[src/rtl/wdc_cfg.svh]
// Constants for the watchdog control unit: bit positions, reset values, timing.
// Assumes inclusion by the package and the watchdog module only.
`ifndef WDC_CFG_SVH
`define WDC_CFG_SVH
`define WDC_BIT_UNLOCK      0
`define WDC_BIT_ENABLE      1
`define WDC_BIT_STATUS      2
`define WDC_BIT_ACTION      3
`define WDC_PRE_LSB         4
`define WDC_CTRL_RESET      8'h10
`define WDC_PRE_RESET       4'h1
`define WDC_ACTION_RESET    1'b0
`define WDC_STATUS_RESET    1'b0
`define WDC_ENABLE_RESET    1'b0
`define WDC_PERIOD_DEFAULT  32'd2000000
`endif

[src/rtl/wdc_pkg.sv]
// Types shared by the watchdog control unit.
// Assumes the constants header sits beside it.
`include "wdc_cfg.svh"
package wdc_pkg;
    typedef enum logic [1:0] {
        WDC_IDLE   = 2'b00,
        WDC_ARMED  = 2'b01,
        WDC_UNLOCK = 2'b11
    } wdc_state_t;
endpackage : wdc_pkg

[src/rtl/wdc_watchdog.sv]
// Watchdog control register, timeout counter, unlock sequence and timeout action.
// Assumes a core that presents one register write or instruction strobe per retired instruction.
`timescale 1ns/10ps
`default_nettype none
`include "wdc_cfg.svh"

module wdc_watchdog
    import wdc_pkg::*;
#(
    parameter logic [31:0] PERIOD_CYCLES = `WDC_PERIOD_DEFAULT
) (
    input  wire logic       clk,
    input  wire logic       rst,
    input  wire logic       instr_done,
    input  wire logic       ctrl_wr,
    input  wire logic [7:0] ctrl_wdata,
    input  wire logic       supply_monitor_irq,
    input  wire logic       wdt_reset_seen,
    output logic      [7:0] watchdog_control,
    output logic            wdt_system_reset,
    output logic            wdt_irq,
    output logic            wdt_irq_high_prio
);

    // ****************************************
    // Register state
    // ****************************************
    logic [3:0]  pre_r;
    logic [3:0]  pre_nxt;
    logic        action_r;
    logic        action_nxt;
    logic        status_r;
    logic        status_nxt;
    logic        enable_r;
    logic        enable_nxt;
    logic [31:0] count_r;
    logic [31:0] count_nxt;
    logic        rst_pend_r;
    logic        irq_r;
    wdc_state_t  state_r;
    wdc_state_t  state_nxt;

    // ****************************************
    // Decode helpers
    // ****************************************
    // Picks one field bit out of a written control byte
    function automatic logic wr_bit(
        input logic [7:0] data,
        input logic [2:0] pos
    );
        wr_bit = data[pos];
    endfunction : wr_bit

    // ****************************************
    // Write decode
    // ****************************************
    wire logic unlock_w   = (state_r == WDC_UNLOCK);
    wire logic wr_unlock  = wr_bit(ctrl_wdata, 3'(`WDC_BIT_UNLOCK));
    wire logic wr_enable  = wr_bit(ctrl_wdata, 3'(`WDC_BIT_ENABLE));
    wire logic wr_status  = wr_bit(ctrl_wdata, 3'(`WDC_BIT_STATUS));
    wire logic wr_action  = wr_bit(ctrl_wdata, 3'(`WDC_BIT_ACTION));
    wire logic set_unlock = ctrl_wr && wr_unlock && !unlock_w;
    wire logic write_ok   = ctrl_wr && unlock_w;
    wire logic unlock_end = instr_done || ctrl_wr;
    wire logic kick       = write_ok && wr_enable;
    wire logic status_clr = write_ok && !wr_status;

    // ****************************************
    // Timeout decode
    // ****************************************
    wire logic at_limit   = (count_r == PERIOD_CYCLES - 32'd1);
    wire logic expire     = enable_r && !kick && at_limit;
    wire logic act_reset  = expire && !action_r;
    wire logic act_irq    = expire && action_r;
    wire logic enable_clr = supply_monitor_irq || act_reset || wdt_reset_seen;

    // ****************************************
    // Next values
    // ****************************************
    assign pre_nxt    = write_ok ? ctrl_wdata[`WDC_PRE_LSB +: 4] : pre_r;
    assign action_nxt = write_ok ? wr_action : action_r;
    // Timeout wins over a software clear in the same cycle
    assign status_nxt = expire ? 1'b1 : (status_clr ? 1'b0 : status_r);
    assign enable_nxt = enable_clr ? 1'b0 : (write_ok ? wr_enable : enable_r);
    assign count_nxt  = (!enable_r || kick || expire) ? 32'h0 : count_r + 32'h1;

    // ****************************************
    // Unlock sequence
    // ****************************************
    always_comb begin
        state_nxt = state_r;
        case (state_r)
            WDC_IDLE: begin
                if (set_unlock) begin
                    state_nxt = WDC_UNLOCK;
                end else if (enable_r) begin
                    state_nxt = WDC_ARMED;
                end else begin
                    state_nxt = WDC_IDLE;
                end
            end
            WDC_ARMED: begin
                if (set_unlock) begin
                    state_nxt = WDC_UNLOCK;
                end else if (enable_r) begin
                    state_nxt = WDC_ARMED;
                end else begin
                    state_nxt = WDC_IDLE;
                end
            end
            WDC_UNLOCK: begin
                // Window closes after one instruction or write
                if (unlock_end) begin
                    state_nxt = enable_r ? WDC_ARMED : WDC_IDLE;
                end else begin
                    state_nxt = WDC_UNLOCK;
                end
            end
            default: begin
                state_nxt = WDC_IDLE;
            end
        endcase
    end

    always_ff @(posedge clk or posedge rst) begin
        if (rst) begin
            state_r <= WDC_IDLE;
        end else begin
            state_r <= state_nxt;
        end
    end

    // ****************************************
    // Setting fields
    // ****************************************
    always_ff @(posedge clk or posedge rst) begin
        if (rst) begin
            pre_r <= `WDC_PRE_RESET;
        end else begin
            pre_r <= pre_nxt;
        end
    end

    always_ff @(posedge clk or posedge rst) begin
        if (rst) begin
            action_r <= `WDC_ACTION_RESET;
        end else begin
            action_r <= action_nxt;
        end
    end

    // ****************************************
    // Status flag
    // ****************************************
    always_ff @(posedge clk or posedge rst) begin
        if (rst) begin
            status_r <= `WDC_STATUS_RESET;
        end else begin
            status_r <= status_nxt;
        end
    end

    // ****************************************
    // Enable bit
    // ****************************************
    always_ff @(posedge clk or posedge rst) begin
        if (rst) begin
            enable_r <= `WDC_ENABLE_RESET;
        end else begin
            enable_r <= enable_nxt;
        end
    end

    // ****************************************
    // Timeout counter
    // ****************************************
    always_ff @(posedge clk or posedge rst) begin
        if (rst) begin
            count_r <= 32'h0;
        end else begin
            count_r <= count_nxt;
        end
    end

    // ****************************************
    // Timeout action
    // ****************************************
    always_ff @(posedge clk or posedge rst) begin
        if (rst) begin
            rst_pend_r <= 1'b0;
        end else begin
            rst_pend_r <= act_reset;
        end
    end

    always_ff @(posedge clk or posedge rst) begin
        if (rst) begin
            irq_r <= 1'b0;
        end else begin
            irq_r <= act_irq;
        end
    end

    // ****************************************
    // Outputs
    // ****************************************
    assign watchdog_control  = {pre_r, action_r, status_r, enable_r, unlock_w};
    assign wdt_system_reset  = rst_pend_r;
    assign wdt_irq           = irq_r;
    // Interrupt always carries the fixed high priority
    assign wdt_irq_high_prio = irq_r;

endmodule : wdc_watchdog
`default_nettype wire

[config.mk]
export PLATFORM = sky130hd
export DESIGN_NAME = wdc_watchdog
export DESIGN_NICKNAME = d
export VERILOG_FILES = /design/src/rtl/wdc_pkg.sv /design/src/rtl/wdc_watchdog.sv
export VERILOG_INCLUDE_DIRS = /design/src /design/src/rtl
export SDC_FILE = /design/constraint.sdc
export NUM_CORES = 1
export LEC_CHECK = 0
export BUFFER_PORTS_ARGS = -buffer_cell sky130_fd_sc_hd__buf_2
export CORE_AREA = 2 2 69 71
export CTS_CLUSTER_DIAMETER = 120
export CTS_CLUSTER_SIZE = 30
export DETAILED_ROUTE_END_ITERATION = 16
export DIE_AREA = 0 0 71 73
export GPL_TIMING_DRIVEN = 0
export HOLD_SLACK_MARGIN = 0.05
export PLACE_DENSITY = 0.7
export SLEW_MARGIN = 30
export SYNTH_ARGS = -nofsm -noshare
export SYNTH_HDL_FRONTEND = slang
export SYNTH_SLANG_ARGS = --single-unit
[constraint.sdc]
create_clock -name clk -period 1.8 [get_ports clk]
set_clock_uncertainty 0.2 [all_clocks]
set_input_delay 0.36 -clock clk [delete_from_list [all_inputs] [get_ports clk]]
set_output_delay 0.36 -clock clk [all_outputs]
set_load 0.05 [all_outputs]
# After elaboration in Yosys (flattened, before gate mapping)
# Cells that the tools add are included.
[word_totals] ff_bits=43 in_bits=14 out_inout_bits=11 word_cells=44
[op_classes] add_sub_neg=1 n_eq_ne=3 muxes=9 n_reduce_logical=23
[op_table] cell="$add A32 B1 Y32 const B" n=1
[op_table] cell="$eq A32 B21 Y1 const B" n=1
[op_table] cell="$mux W32" n=1
[op_table] cell="$logic_and A1 B1 Y1" n=9
[op_table] cell="$logic_not A1 Y1" n=5
[op_table] cell="$logic_or A1 B1 Y1" n=5
[op_table] cell="$mux W1" n=5
[op_table] cell="$mux W2" n=2
[op_table] cell="$pmux W2 S2" n=1
[op_table] cell="$reduce_bool A2 Y1" n=2
[op_table] cell="$eq A2 B1 Y1 const B" n=1
[op_table] cell="$eq A2 B2 Y1 const B" n=1
[op_table] cell="$logic_not A2 Y1" n=1
[op_table] cell="$reduce_or A2 Y1" n=1

# Depth between registers and ports, before layout
[logic_depth] word_depth=10 mapped_depth=6

# Worst setup path before layout
# OpenSTA, ideal clock, no wires.
[synth_timing] path_type="register -> register" startpoint="register count_r[0]" endpoint="register count_r[11]" setup_time_ns=0.119 arrival_ns=1.623 required_time_ns=1.481 setup_slack_ns=-0.142 stages_incl_launch_ff=7 n_path_buf=1 cell_sequence="dfrtp_1 > ha_1 > nand3_1 > or4_4 > nand2_8 > buf_12 > nor2_2"
[synth_between] elab_chain_cells=4
[synth_lines] item="from (decl)" line_no="wdc_watchdog.sv:36" text="logic [31:0] count_r;"
[synth_lines] item="from (signal assigned)" line_no="wdc_watchdog.sv:181" text="count_r <= count_nxt;"
[synth_lines] item="branches (longest 3 deep; another with $add A32 B1 Y32)"
[synth_lines] item="$mux W32 (*)" line_no="wdc_watchdog.sv:85" text="assign count_nxt = (!enable_r || kick || expire) ? 32'h0 : count_r + 32'h1;"
[synth_lines] item="net count_nxt[11]" line_no="wdc_watchdog.sv:37" text="logic [31:0] count_nxt;"
# Mark *: on every way through the listed nets, which the timed path passes.
# A chain may end at the register's enable or synchronous reset.

# Worst setup path after layout
[layout_timing] startpoint="register count_r[0]" endpoint="register count_r[0]"
# The elaborated chain is that of the path after synthesis.

==> impl_metrics.json <==
{
  "tightest_slew_ns": 0.414,
  "core-area_mm2": 0.00454,
  "ios": 25,
  "clk_pin_slew_ns": 0.08,
  "cts_buffers": 5,
  "async_reset_ff_share_pct": 100,
  "synth_edf_count": 0,
  "slowest_stage": "or4_4",
  "final_cell_mix": "dfrtp_1 (35), buf_4 (26), buf_2 (24)",
  "ant_nets": 0,
  "ys_warn_count": 0,
  "ys_seq_area_share_pct": 48.0,
  "drv_slew": 0,
  "finalNetCount": 282,
  "multiInputGateArea_mm2": 0.00119,
  "crit_type": "flop to flop",
  "antenna_found_initial": 0,
  "drc": 0,
  "clk_path_buf_depth": 2,
  "setup_violations": 29,
  "ys_seq_elements": 43,
  "clockRootBuffer": "clkbuf_8",
  "port_buffers": 24,
  "initial_core_util_pct": 49.5,
  "grt-busiest-layer": "met2",
  "placed_area_mm2": 0.00246,
  "syn-instance-count": 210,
  "finalCritPeriodShare_pct": 112,
  "failed_checks": "negative setup slack",
  "synth_cell_types": 37,
  "synthesis.nets": 225,
  "grt_max_degree": 28,
  "chipWidth_um": 71,
  "crit_arrival_ns": 2.02,
  "max_cap_violations": 0,
  "relSlewSlack_pct": 72.1,
  "wl_mm": 4.76,
  "mostFrequentLayoutCell": "dfrtp_1",
  "grt_util_met1_pct": 25.6,
  "finalCriticalPeriod_ns": 2.02,
  "met3_usage_pct": 5.39,
  "grt_pass1_vias": 1710,
  "design_area_mm2": 0.00290,
  "hold_viol_final": 0,
  "worstPathRequired_ns": 1.80,
  "max_freq_mhz": 494,
  "worstSetupStartpointType": "flop",
  "holdWs_ns": 0.0689,
  "power_density_mw_per_mm2": 707,
  "wl_per_cell_um": 14.8,
  "avgViaCountPerCell": 5.33,
  "tns_ns": -5.82,
  "critPathCaptureType": "flop",
  "fin_ws_ns": -0.224,
  "final_util_pct": 63.9,
  "p_leak_nw": 1.27,
  "crit_chain": "ha_2, nand3_2, or4_4, nand2_8, buf_12, nor2_1",
  "clk_latency_ns": 0.30,
  "grtUsageMet2_pct": 34.8,
  "place.detailed.hpwl_mm": 3.09,
  "overflow": 0,
  "rsz0062_at_grt": "true",
  "antenna_cells": 0,
  "power_w": 0.00205,
  "status": "finished with violations",
  "synthToLayoutAreaGrowth_pct": 29.2,
  "timing.reg2reg.setup_slack_ns": -0.22,
  "ys.flop_type": "dfrtp_1",
  "cts_tree": "yes",
  "die_y_um": 73,
  "clkSinkCount": 43,
  "cp_max_fo": 10,
  "max_stage_delay_ns": 0.59,
  "peakVddDrop_v": 0.000426,
  "gp_congestion": 0.867,
  "die_area_mm2": 0.00518,
  "rows": 25,
  "regArea_mm2": 0.00109,
  "syn_area_per_cell_um2": 10.7,
  "hp-class": "input port to flop",
  "netlist_area_mm2": 0.00224,
  "drt_first_pass_iters": 4,
  "vias": 1715,
  "htree_levels": 2,
  "dr.first_iter.drc_count": 80,
  "drive_gt1_share_pct": 45.1,
  "grt_pass1_wl_mm": 8.20,
  "fillers": 373,
  "grtUsageTotal_pct": 20.3
}
## cells by family (layout without fill, tap and decap cells)
group / after synthesis / in the layout / share of synthesized area, %
flip-flops: 43 / 43 / 48.0
buffers and inverters: 10 / 68 / 3.96
adder cells (fa/ha/maj): 1 / 1 / 0.558
multiplexers: 5 / 5 / 2.51
AND/OR/NAND/NOR: 114 / 114 / 31.6
XOR/XNOR: 28 / 28 / 10.9
AO/OA/AOI/OAI: 9 / 9 / 2.40
## repair_timing
action,4_1_cts,5_1_grt
hold buffers,3,0
pin swaps,8,4
setup buffers,17,5
endpoints found under the hold margin,17,0
resized for setup,20,9
endpoints found under the setup margin,30,32
## where the power goes
part | internal, W | switching (W)
Combinational | 0.0000760 | 0.000167
Sequential | 0.00100 | 0.0000206
Clock | 0.000449 | 0.000332
## layer usage
layer	share of wire, %	wire (µm)	up-vias
met5	0	0	-
met4	1.2	59	0
met3	4.0	192	7
met2	50	2390	34
met1	45	2120	831
li1	-	-	843
## cell type report
class	instances	share of cell area, %
multi-input cells	157	41.1
flip-flops and latches	43	37.5
repair buffers	50	12.0
clock buffers	6	2.85
plain buffers	7	2.68
well taps	54	2.33
clock inverters	2	1.21
inverters	3	0.389
## worst paths after layout
path,from,end,cells past startpoint
max,count_r[0],count_r[0],6
min,instr_done,state_r[1],2
max reg2reg,count_r[0],count_r[0],6
min reg2reg,count_r[0],count_r[0],1
max in group asynchronous,rst,pre_r[0],4
min in group asynchronous,rst,pre_r[2],3
## stage by stage
stage,setup slack (ns),instances
after floorplan,-0.118,210
after global placement,-0.482,288
after detailed placement,-0.445,289
after CTS,-0.214,317
after global routing,-0.294,322
final,-0.224,322
## worst max-delay path, delay by kind of cell (launching register included)
| kind | cells | cell delay (ns) |
|---|---|---|
| buffers and inverters | 1 | 0.15 |
| adder cells (fa/ha/maj) | 1 | 0.23 |
| flip-flops | 1 | 0.40 |
| AND/OR/NAND/NOR | 4 | 0.94 |
## registers in the layout, summed over array words and instances, names as in the netlist
register	cells
count_r	32
pre_r	4
state_r	2
action_r	1
enable_r	1
status_r	1
wdt_irq	1
wdt_system_reset	1
## Yosys cell counts, drive strengths merged, types with 2 or more instances
cell | count | area, µm²
and2 | 3 | 18.8
and3 | 4 | 25.0
buf | 7 | 77.6
dfrtp | 42 | 1050
inv | 3 | 11.3
mux2 | 5 | 56.3
nand2 | 16 | 76.3
nand3 | 16 | 80.1
nand3b | 2 | 15.0
nand4 | 15 | 106
nor2 | 38 | 198
nor3 | 5 | 30.0
nor4 | 9 | 105
o21ai | 4 | 20.0
xnor2 | 6 | 52.6
xor2 | 22 | 193
No activity file was read; power rests on OpenSTA's default activity.
